**src/verilog/motor_ctrl_params.svh**
```systemverilog
// Purpose: Shared constants for the serial setup link and its host.
// Assumes: Both ends run on a 125 MHz clock (8 ns period).
// Notes:   Timing figures are given in ns and converted to cycles here.
`ifndef MOTOR_CTRL_PARAMS_SVH
`define MOTOR_CTRL_PARAMS_SVH

`define CLK_PERIOD_NS      8
`define WORD_W             16
// Reset output hold after power-on, least time in ns.
`define RST_HOLD_NS        2000
`define RST_HOLD_CYC       ((`RST_HOLD_NS + `CLK_PERIOD_NS - 1) / `CLK_PERIOD_NS)
// Delay between converter B start and converters A and C, in ns.
`define DCDC_STAGGER_NS    400
`define DCDC_STAGGER_CYC   ((`DCDC_STAGGER_NS + `CLK_PERIOD_NS - 1) / `CLK_PERIOD_NS)
// Host serial clock half period, in ns.
`define SCLK_HALF_NS       40
`define SCLK_HALF_CYC      ((`SCLK_HALF_NS + `CLK_PERIOD_NS - 1) / `CLK_PERIOD_NS)

// Initial setup word fields.
`define INIT_MODE_LSB      0
`define INIT_MODE_MSB      2
`define INIT_BLANK_LSB     4
`define INIT_BLANK_MSB     5
`define INIT_DCDC_ON_BIT   6
`define INIT_GAIN_LSB      7
`define INIT_GAIN_MSB      8
`define INIT_EXT_SEL_BIT   9
// Extended setup word: converter oscillator open and short detection enable.
`define EXT_OSCD_DET_BIT   9
// Step word: current level field of the first axis.
`define STEP_LVL_LSB       0
`define STEP_LVL_MSB       3
`define INIT_RESET_VAL     16'h0000
`define EXT_RESET_VAL      16'h0000

// Host register offsets (byte addresses) and fields.
`define REG_CTRL           4'h0
`define REG_DATA           4'h4
`define REG_STATUS         4'h8
`define REG_INT_STATUS     4'hC
`define REG_INT_MASK       5'h10
`define CTRL_SLEEP_BIT     0
`define CTRL_DC_MODE_BIT   1
`define CTRL_DC_EN_BIT     2
`define CTRL_DC_DIR_BIT    3
`define DATA_PAIR_BIT      16
`define DATA_LEVEL_BIT     17
`define INT_DONE_BIT       0
`define INT_READY_BIT      1
`define STROBE_CYC         8'h08

`endif

```
**src/verilog/motor_ctrl_pkg.sv**
```systemverilog
// Purpose: Types shared by the device end and the host end.
// Assumes: Constants live in motor_ctrl_params.svh.
// Notes:   No numbers are defined here.
package motor_ctrl_pkg;
  // Drive configurations selected by the initial setup word.
  typedef enum logic [2:0] {
    MODE_STEP_DUAL,
    MODE_STEP_DCL,
    MODE_STEP_DUAL_DCS,
    MODE_DCL_DUAL_DCS,
    MODE_DUAL_DCL,
    MODE_QUAD_DCS
  } drive_mode_t;

  // Host serial sequencer states.
  typedef enum logic [2:0] {
    ST_IDLE,
    ST_LOW,
    ST_HIGH,
    ST_STROBE,
    ST_GAP
  } host_state_t;
endpackage

```
**src/verilog/motor_link_if.sv**
```systemverilog
// Purpose: Pin bundle between the host and the driver control logic.
// Assumes: The reset line has an external pull-up.
// Notes:   The open-drain line level is resolved here from its enable.
`timescale 1ns/1ps
`default_nettype none
interface motor_link_if;
  logic sleep;                       // High: step data, low: setup.
  logic shift_clock_first_pair;      // Serial clock, first pair.
  logic serial_in_first_pair;        // Serial data, first pair.
  logic latch_pulse_first_pair;      // Strobe, first pair.
  logic shift_clock_second_pair;     // Clock or large DC direction.
  logic serial_in_second_pair;       // Serial data, second pair.
  logic latch_pulse_second_pair;     // Strobe or large DC enable.
  logic external_reset_output_out;   // Open-drain drive level.
  logic external_reset_output_oe;    // High while the pin is pulled low.
  logic external_reset_line;         // Resolved wire level.

  // The pull-up wins whenever the device lets go of the line.
  assign external_reset_line = external_reset_output_oe ?
                               external_reset_output_out : 1'b1;

  modport device (
    input  sleep, shift_clock_first_pair, serial_in_first_pair,
           latch_pulse_first_pair, shift_clock_second_pair,
           serial_in_second_pair, latch_pulse_second_pair,
    output external_reset_output_out, external_reset_output_oe
  );
  modport host (
    output sleep, shift_clock_first_pair, serial_in_first_pair,
           latch_pulse_first_pair, shift_clock_second_pair,
           serial_in_second_pair, latch_pulse_second_pair,
    input  external_reset_line
  );
endinterface
`default_nettype wire

```
**src/verilog/motor_setup_device.sv**
```systemverilog
// Purpose: Serial step and setup logic of a dual-axis motor driver.
// Assumes: All link pins are asynchronous and pass two flip-flops.
// Notes:   nrst_in stands for the power-on reset of the driver.
// Operation
// - Step data latched only while sleep high.
// - Sleep low turns writes into setup writes.
// - Host raises sleep after reset release.
// - Sleep high-low-high clears latched motor data.
// - Strobe with data low commits initial setup.
// - Strobe with data high commits extended setup.
// - Initial setup cleared at power-on reset.
// - Extended setup cleared at power-on reset.
// - Initial word, first pair only, sets modes.
// - Host never selects test mode bits.
// - Open chopping oscillator shuts down; short blocks start.
// - Flag when sensed current reaches set level.
// - Optional converter oscillator detection, default off.
// - Converter B starts before A and C.
// - Open-drain reset low during reset, then released.
// - Second pair pins reused per drive mode.
// - Extended writes need sleep low and select.
//
// The Wishbone register port and the register offsets were left to the implementer.
`include "motor_ctrl_params.svh"
`timescale 1ns/1ps
`default_nettype none
module motor_setup_device (
  // Clock and power-on reset.
  input  wire logic                 clk_in,
  input  wire logic                 nrst_in,
  // Link to the host.
  motor_link_if.device              link,
  // Oscillator fault sense pins.
  input  wire logic                 osc_m_open_in,
  input  wire logic                 osc_m_short_in,
  input  wire logic                 osc_d_open_in,
  input  wire logic                 osc_d_short_in,
  // Sensed motor current level of the first axis.
  input  wire logic [3:0]           sense_level_in,
  // Latched words towards the analog stages.
  output logic [`WORD_W-1:0]        step_data_first_out,
  output logic [`WORD_W-1:0]        step_data_second_out,
  output logic [`WORD_W-1:0]        init_setup_out,
  output logic [`WORD_W-1:0]        ext_setup_out,
  // Status and control outputs.
  output logic                      current_reach_comparator_out,
  output logic                      shutdown_out,
  output logic [2:0]                dcdc_enable_out,
  output logic                      large_dc_enable_second_out,
  output logic                      large_dc_direction_second_out
);
  localparam int NSYNC = 11;
  localparam logic [8:0] HOLD_CYC = 9'(`RST_HOLD_CYC);
  localparam logic [6:0] STAG_CYC = 7'(`DCDC_STAGGER_CYC);

  wire  [NSYNC-1:0] raw_in;          // Asynchronous pins.
  logic [NSYNC-1:0] meta;            // First stage, read by stage two only.
  logic [NSYNC-1:0] sync;            // Second stage, safe to use.
  logic [NSYNC-1:0] sync_d;          // Previous value for edge finding.

  assign raw_in = {osc_d_short_in, osc_d_open_in, osc_m_short_in,
                   osc_m_open_in, link.latch_pulse_second_pair,
                   link.serial_in_second_pair, link.shift_clock_second_pair,
                   link.latch_pulse_first_pair, link.serial_in_first_pair,
                   link.shift_clock_first_pair, link.sleep};

  // Two flip-flops per pin, one generate instance each.
  genvar g;
  generate
    for (g = 0; g < NSYNC; g = g + 1) begin : gen_sync
      always_ff @(posedge clk_in or negedge nrst_in) begin
        if (!nrst_in) begin
          meta[g]   <= 1'b0;
          sync[g]   <= 1'b0;
          sync_d[g] <= 1'b0;
        end else begin
          meta[g]   <= raw_in[g];
          sync[g]   <= meta[g];
          sync_d[g] <= sync[g];
        end
      end
    end
  endgenerate

  // Named views of the synchronised pins.
  wire sleep_s   = sync[0];
  wire data1_s   = sync[2];
  wire data2_s   = sync[5];
  wire clk2_s    = sync[4];
  wire stb2_s    = sync[6];
  wire m_open_s  = sync[7];
  wire m_short_s = sync[8];
  wire d_open_s  = sync[9];
  wire d_short_s = sync[10];
  wire sleep_rise = sync[0] & ~sync_d[0];
  wire clk1_rise  = sync[1] & ~sync_d[1];
  wire stb1_rise  = sync[3] & ~sync_d[3];
  wire clk2_rise  = sync[4] & ~sync_d[4];
  wire stb2_rise  = sync[6] & ~sync_d[6];

  logic [8:0]        hold_cnt;       // Reset output hold counter.
  logic              released;       // Reset output no longer driven.
  logic [`WORD_W-1:0] shift1;        // First pair shift register.
  logic [`WORD_W-1:0] shift2;        // Second pair shift register.
  logic [6:0]        stag_cnt;       // Converter stagger counter.

  // Drive mode decoded from the initial setup word.
  wire [2:0] mode_f = init_setup_out[`INIT_MODE_MSB:`INIT_MODE_LSB];
  wire step_dual = (mode_f == 3'(motor_ctrl_pkg::MODE_STEP_DUAL));
  wire ext_sel   = init_setup_out[`INIT_EXT_SEL_BIT];
  wire oscd_det  = ext_setup_out[`EXT_OSCD_DET_BIT];
  wire dcdc_on   = init_setup_out[`INIT_DCDC_ON_BIT];

  // Commit decisions; the strobe data level picks the setup word.
  wire step_ok1  = stb1_rise & sleep_s & released;
  wire init_ok   = stb1_rise & ~sleep_s & ~data1_s;
  wire ext_ok    = stb1_rise & ~sleep_s & data1_s & ext_sel;
  wire step_ok2  = stb2_rise & sleep_s & released & step_dual;

  // Fault detection: open pins shut down at any time, a short during
  // the reset hold keeps the driver from ever starting.
  wire fault_now = m_open_s | (oscd_det & d_open_s);
  wire fault_start = ~released & (m_short_s | (oscd_det & d_short_s));

  // Reset output timer: drives the pin low until the hold has run out.
  always_ff @(posedge clk_in or negedge nrst_in) begin
    if (!nrst_in) begin
      hold_cnt <= 9'h000;
      released <= 1'b0;
    end else if (!released) begin
      hold_cnt <= hold_cnt + 9'h001;
      released <= (hold_cnt == HOLD_CYC - 9'h001);
    end
  end

  // The open-drain pin pulls low whenever not released.
  always_ff @(posedge clk_in or negedge nrst_in) begin
    if (!nrst_in) begin
      link.external_reset_output_out <= 1'b0;
      link.external_reset_output_oe  <= 1'b1;
    end else begin
      link.external_reset_output_out <= 1'b0;
      link.external_reset_output_oe  <= ~released;
    end
  end

  // The first pair shift register takes one bit per rising serial clock, the
  // second one only in dual stepping; the first bit sent ends up in bit 0.
  always_ff @(posedge clk_in or negedge nrst_in) begin
    if (!nrst_in) begin
      shift1 <= 16'h0000;
      shift2 <= 16'h0000;
    end else begin
      if (clk1_rise) begin
        shift1 <= {data1_s, shift1[`WORD_W-1:1]};
      end
      if (clk2_rise && step_dual) begin
        shift2 <= {data2_s, shift2[`WORD_W-1:1]};
      end
    end
  end

  // Step latches: a sleep rise clears them, since it can only follow a
  // high-to-low fall, and it wins over a strobe in the same cycle.
  always_ff @(posedge clk_in or negedge nrst_in) begin
    if (!nrst_in) begin
      step_data_first_out  <= 16'h0000;
      step_data_second_out <= 16'h0000;
    end else if (sleep_rise) begin
      step_data_first_out  <= 16'h0000;
      step_data_second_out <= 16'h0000;
    end else begin
      if (step_ok1) begin
        step_data_first_out <= shift1;
      end
      if (step_ok2) begin
        step_data_second_out <= shift2;
      end
    end
  end

  // Setup words come only from the first pair and only with sleep low;
  // a write for the other word leaves this one alone.
  always_ff @(posedge clk_in or negedge nrst_in) begin
    if (!nrst_in) begin
      init_setup_out <= `INIT_RESET_VAL;
      ext_setup_out  <= `EXT_RESET_VAL;
    end else begin
      if (init_ok) begin
        init_setup_out <= shift1;
      end
      if (ext_ok) begin
        ext_setup_out <= shift1;
      end
    end
  end

  // Current reach flag for the first axis, against the latched level.
  always_ff @(posedge clk_in or negedge nrst_in) begin
    if (!nrst_in) begin
      current_reach_comparator_out <= 1'b0;
    end else begin
      current_reach_comparator_out <= (sense_level_in >=
        step_data_first_out[`STEP_LVL_MSB:`STEP_LVL_LSB]);
    end
  end

  // Shutdown is sticky until the next power-on reset.
  always_ff @(posedge clk_in or negedge nrst_in) begin
    if (!nrst_in) begin
      shutdown_out <= 1'b0;
    end else if (fault_now || fault_start) begin
      shutdown_out <= 1'b1;
    end
  end

  // Converter start order: B first, then A and C after the stagger.
  // Bit order of the enable bus is {C, B, A}.
  always_ff @(posedge clk_in or negedge nrst_in) begin
    if (!nrst_in) begin
      stag_cnt        <= 7'h00;
      dcdc_enable_out <= 3'b000;
    end else if (!dcdc_on || shutdown_out || !released) begin
      stag_cnt        <= 7'h00;
      dcdc_enable_out <= 3'b000;
    end else if (stag_cnt != STAG_CYC) begin
      stag_cnt        <= stag_cnt + 7'h01;
      dcdc_enable_out <= 3'b010;
    end else begin
      dcdc_enable_out <= 3'b111;
    end
  end

  // In DC modes the second pair strobe and clock pins become enable
  // and direction; in dual stepping they are held low here.
  always_ff @(posedge clk_in or negedge nrst_in) begin
    if (!nrst_in) begin
      large_dc_enable_second_out    <= 1'b0;
      large_dc_direction_second_out <= 1'b0;
    end else begin
      large_dc_enable_second_out    <= ~step_dual & stb2_s;
      large_dc_direction_second_out <= ~step_dual & clk2_s;
    end
  end
endmodule
`default_nettype wire

```
**src/flat_wrapper.sv**
```systemverilog
// flat-port wrapper written by rule: the top's interface ports become plain ports
module motor_setup_device_flat 
  (clk_in, nrst_in, osc_m_open_in, osc_m_short_in, osc_d_open_in, osc_d_short_in, sense_level_in, step_data_first_out, step_data_second_out, init_setup_out, ext_setup_out, current_reach_comparator_out, shutdown_out, dcdc_enable_out, large_dc_enable_second_out, large_dc_direction_second_out, link_sleep, link_shift_clock_first_pair, link_serial_in_first_pair, link_latch_pulse_first_pair, link_shift_clock_second_pair, link_serial_in_second_pair, link_latch_pulse_second_pair, link_external_reset_output_out, link_external_reset_output_oe);
  motor_link_if link_i ();
  input  wire logic clk_in;
  input  wire logic nrst_in;
  input  wire logic osc_m_open_in;
  input  wire logic osc_m_short_in;
  input  wire logic osc_d_open_in;
  input  wire logic osc_d_short_in;
  input  wire logic [3:0] sense_level_in;
  output logic [`WORD_W-1:0] step_data_first_out;
  output logic [`WORD_W-1:0] step_data_second_out;
  output logic [`WORD_W-1:0] init_setup_out;
  output logic [`WORD_W-1:0] ext_setup_out;
  output logic current_reach_comparator_out;
  output logic shutdown_out;
  output logic [2:0] dcdc_enable_out;
  output logic large_dc_enable_second_out;
  output logic large_dc_direction_second_out;
  input wire logic [$bits(link_i.sleep)-1:0] link_sleep;
  input wire logic [$bits(link_i.shift_clock_first_pair)-1:0] link_shift_clock_first_pair;
  input wire logic [$bits(link_i.serial_in_first_pair)-1:0] link_serial_in_first_pair;
  input wire logic [$bits(link_i.latch_pulse_first_pair)-1:0] link_latch_pulse_first_pair;
  input wire logic [$bits(link_i.shift_clock_second_pair)-1:0] link_shift_clock_second_pair;
  input wire logic [$bits(link_i.serial_in_second_pair)-1:0] link_serial_in_second_pair;
  input wire logic [$bits(link_i.latch_pulse_second_pair)-1:0] link_latch_pulse_second_pair;
  output wire logic [$bits(link_i.external_reset_output_out)-1:0] link_external_reset_output_out;
  output wire logic [$bits(link_i.external_reset_output_oe)-1:0] link_external_reset_output_oe;
  assign link_i.sleep = link_sleep;
  assign link_i.shift_clock_first_pair = link_shift_clock_first_pair;
  assign link_i.serial_in_first_pair = link_serial_in_first_pair;
  assign link_i.latch_pulse_first_pair = link_latch_pulse_first_pair;
  assign link_i.shift_clock_second_pair = link_shift_clock_second_pair;
  assign link_i.serial_in_second_pair = link_serial_in_second_pair;
  assign link_i.latch_pulse_second_pair = link_latch_pulse_second_pair;
  assign link_external_reset_output_out = link_i.external_reset_output_out;
  assign link_external_reset_output_oe = link_i.external_reset_output_oe;
  motor_setup_device u_core (.clk_in(clk_in), .nrst_in(nrst_in), .link(link_i), .osc_m_open_in(osc_m_open_in), .osc_m_short_in(osc_m_short_in), .osc_d_open_in(osc_d_open_in), .osc_d_short_in(osc_d_short_in), .sense_level_in(sense_level_in), .step_data_first_out(step_data_first_out), .step_data_second_out(step_data_second_out), .init_setup_out(init_setup_out), .ext_setup_out(ext_setup_out), .current_reach_comparator_out(current_reach_comparator_out), .shutdown_out(shutdown_out), .dcdc_enable_out(dcdc_enable_out), .large_dc_enable_second_out(large_dc_enable_second_out), .large_dc_direction_second_out(large_dc_direction_second_out));
endmodule
```
**config.mk**
```make
export PLATFORM = sky130hd
export DESIGN_NAME = motor_setup_device_flat
export DESIGN_NICKNAME = d
export VERILOG_FILES = /design/src/verilog/motor_ctrl_pkg.sv /design/src/verilog/motor_link_if.sv /design/src/verilog/motor_setup_device.sv /design/src/flat_wrapper.sv
export VERILOG_INCLUDE_DIRS = /design/src /design/src/verilog
export SDC_FILE = /design/constraint.sdc
export NUM_CORES = 1
export LEC_CHECK = 0
export BUFFER_PORTS_ARGS = -buffer_cell sky130_fd_sc_hd__buf_2
export CELL_PAD_IN_SITES_DETAIL_PLACEMENT = 1
export CELL_PAD_IN_SITES_GLOBAL_PLACEMENT = 2
export CORE_ASPECT_RATIO = 1.2
export CORE_MARGIN = 5
export CORE_UTILIZATION = 37
export CTS_BUF_LIST = sky130_fd_sc_hd__clkbuf_4 sky130_fd_sc_hd__clkbuf_8
export DETAILED_ROUTE_END_ITERATION = 8
export GPL_TIMING_DRIVEN = 0
export PLACE_DENSITY_LB_ADDON = 0.1
export SETUP_SLACK_MARGIN = 0.15
export SYNTH_ARGS = -nofsm -noshare
export SYNTH_HDL_FRONTEND = slang
export SYNTH_SLANG_ARGS = --single-unit
```
**constraint.sdc**
```tcl
create_clock -name clk_in -period 1.7 [get_ports clk_in]
set_input_delay 0.34 -clock clk_in [delete_from_list [all_inputs] [get_ports clk_in]]
set_output_delay 0.34 -clock clk_in [all_outputs]
set_load 0.02 [all_outputs]
```
==> metrics.txt <==
run status complete, no violations; f_max 0.620 GHz; H-tree depth 4; Worst Path Max Fanout 3; flops & latches, synth 147; WP data required 2.06 ns; Seq/Total Area, Yosys 66.2%; max incr delay on CP 0.48 ns; Global Route Usage Sum 14.6%; Register Area 3680 um2; Peak supply drop 0.626 mV; Routed Antenna Nets 0; Rows 49; Post-Synthesis Cell Area 5560 um2; CTS tree done; Setup CP Type flop to flop; worst path arrival time 1.97 ns; slowest CP cell or4b_4; Final Setup Violations 0; clk buf depth 2; WP buf/inv 1; DR WL met2 5870 um; DP Worst Slack -0.247 ns; Initial Util 37.3%; full die area 17600 um2; Metal-1 WL 5260 um; Final Hold Fails 0; drt drc 0; core area 14900 um2; Placed Instance Area 6290 um2; syn_area_per_cell 14.4 um2; Cell Pwr Density 1270 nW/um2; Layout area overhead 26.5%; DR pass1 iterations 4; synth unique cells 39; critical-path cell list inv_2 -> ha_4 -> or4b_4 -> or2_4 -> a211oi_2; min-delay worst type input pin to flop; layout cells sized above 1 44.3%; Area contributors post-synth dfrtp_1, mux2_2, a22o_1, a21boi_0, o21ai_0; Vias 3526; Skew-Pair Late Insertion Delay 0.44 ns; drt total wl 11800 um; FILL cells 1549; clk_skew 0.00844 ns; fin area 7030 um2; global placement routability congestion 0.700; slew margin rel. 40.0%; final hold slack 0.241 ns; Clock transition at path regs 0.08 ns; total global routing overflow 0; Gate Count Post-Synth 385; die span in x 122 um; Final WS setup 0.0863 ns; I/O Pins 90; pin count of the biggest net entering global routing 98; Root Buffer Master clkbuf_8; met3 WL 512 um; RSZ-0062 raised after global routing yes; Overall Power 8.93 mW; CTS Buf Count 17; CP Capture Type flop; first-pass GRT wire length 19900 um; top routing layer used met4; DIE HEIGHT 144 um; n_diodes 0; crit-path leading delay family simple AND/OR/NAND/NOR gates; final worst path period need 1.61 ns; IO Port Bufs 88; vias in the first global route 3822; Slew Viols, Final 0; YS warnings 0; drt via density 4.80; max-cap violation count 0; Lkg Pwr 3.41 nW; initial antenna violation count 0; Syn Nets 410; TritonCTS Sinks 147; Final period util 94.9%; Tightest Pin Transition 0.900 ns; WL/cell 16.1 um; DP HPWL 7800 um; final layout net count 545; Initial DRC Count 96; Synth top area share 65.7%; largest area contributor in the netlist dfrtp_1; crit start category flop; area occupied by multi-input gates 1820 um2
-- state kept, by name (all words and copies together) (netlist names), 2 cells and up --
name and cells:
u_core.meta 11, u_core.dcdc_enable_out 2, u_core.sync 2, u_core.step_data_second_out 16, u_core.step_data_first_out 16, u_core.sync_d 5
u_core.ext_setup_out 16, u_core.shift1 16, u_core.init_setup_out 16, u_core.hold_cnt 9, u_core.shift2 16, u_core.stag_cnt 7
-- what timing repair did --
item,in CTS,in global routing
pin swaps,7,1
gates resized for setup,24,26
endpoints found under the hold margin,22,0
setup endpoints to repair,80,27
setup buffers,9,6
hold buffers,12,0
gates cloned,0,0
-- cell type report --
| type | instances | share of cell area, % |
|---|---|---|
| Buffer | 18 | 2.03 |
| Clock buffer | 21 | 3.93 |
| Clock inverter | 9 | 1.53 |
| Inverter | 9 | 0.480 |
| Multi-Input combinational cell | 211 | 25.9 |
| Sequential cell | 147 | 52.3 |
| Tap cell | 204 | 3.63 |
| Timing Repair Buffer | 116 | 10.2 |
-- synth_stat cells, drive strengths merged --
library cell	n
buf	9
a22o	16
xor2	4
nand2	13
and4	1
nor2	5
dfrtp	146
or2	1
ha	8
conb	1
or4b	1
or3	3
nand3b	2
a41o	1
clkbuf	9
mux2i	1
and3b	2
a211oi	3
mux2	64
and4b	1
nor3	8
o21ai	22
inv	9
xnor2	7
nand3	19
a21boi	16
dfstp	1
nand4	1
a21oi	4
nand2b	3
nand4b	2
and2	2
-- per-stage QoR --
| step | setup TNS (ns) | std cells | utilization [%] |
|---|---|---|---|
| 4_1_cts | 0 | 729 | 46.5 |
| 3_5_place_dp | -7.52 | 678 | 42.2 |
| 6_report | 0 | 735 | 47.2 |
| 3_3_place_gp | -279.40 | 677 | 42.0 |
| 5_1_grt | -0.000586 | 735 | 47.2 |
| 2_1_floorplan | 0 | 385 | - |
-- tightest hold or removal path: stages --
cell and delay, ns:
buf_2 0.08, ha_1 0.13, a21oi_1 0.04, o21ai_0 0.06
-- final timing paths --
path                                          from                                  end  slack (ns)  depth (start not counted)
worst max-delay path            u_core.stag_cnt[0]                   u_core.stag_cnt[1]        0.09                          5
worst min-delay path             sense_level_in[3]  u_core.current_reach_comparator_out        0.24                          4
worst max register to register  u_core.stag_cnt[0]                   u_core.stag_cnt[1]        0.09                          5
worst min register to register      u_core.meta[5]                       u_core.data2_s        0.34                          0
max in group asynchronous                  nrst_in                   u_core.hold_cnt[8]        0.36                          3
min in group asynchronous                  nrst_in                       u_core.sync[1]        0.57                          2
-- cell families (layout without fill, tap and decap cells) --
logic type | Yosys count | in the layout | synth area share, %
DFF | 147 | 147 | 66.2
muxes | 65 | 65 | 13.1
and+or+nand+nor | 64 | 64 | 7.09
AOI/OAI and AO/OA | 62 | 62 | 7.61
buffers and inverters | 27 | 173 | 2.36
xor gates and xnor gates | 11 | 11 | 1.73
adders and majority gates | 8 | 8 | 1.80
other | 1 | 1 | 0.0675
-- cell usage in the layout, fill, tap and decap left out, types with 13 or more instances in the layout --
cell type	n
mux2_2	64
buf_4	18
a21boi_0	14
clkbuf_8	20
buf_2	89
a22o_1	16
nand3_1	18
dfrtp_1	144
nand2_1	13
o21ai_0	16
-- metal layers --
metal / track usage, % / vias up
met5: 0 / -
met4: 6.55 / 0
met2: 23.1 / 74
met1: 18.9 / 1812
li1: - / 1624
met3: 4.07 / 16
-- power breakdown --
group / total (mW) / switching [mW] / internal [mW]
Clock: 2.66 / 1.27 / 1.39
Sequential: 4.60 / 0.493 / 4.11
Combinational: 1.67 / 0.832 / 0.838
No activity file was read; power rests on OpenSTA's default activity.
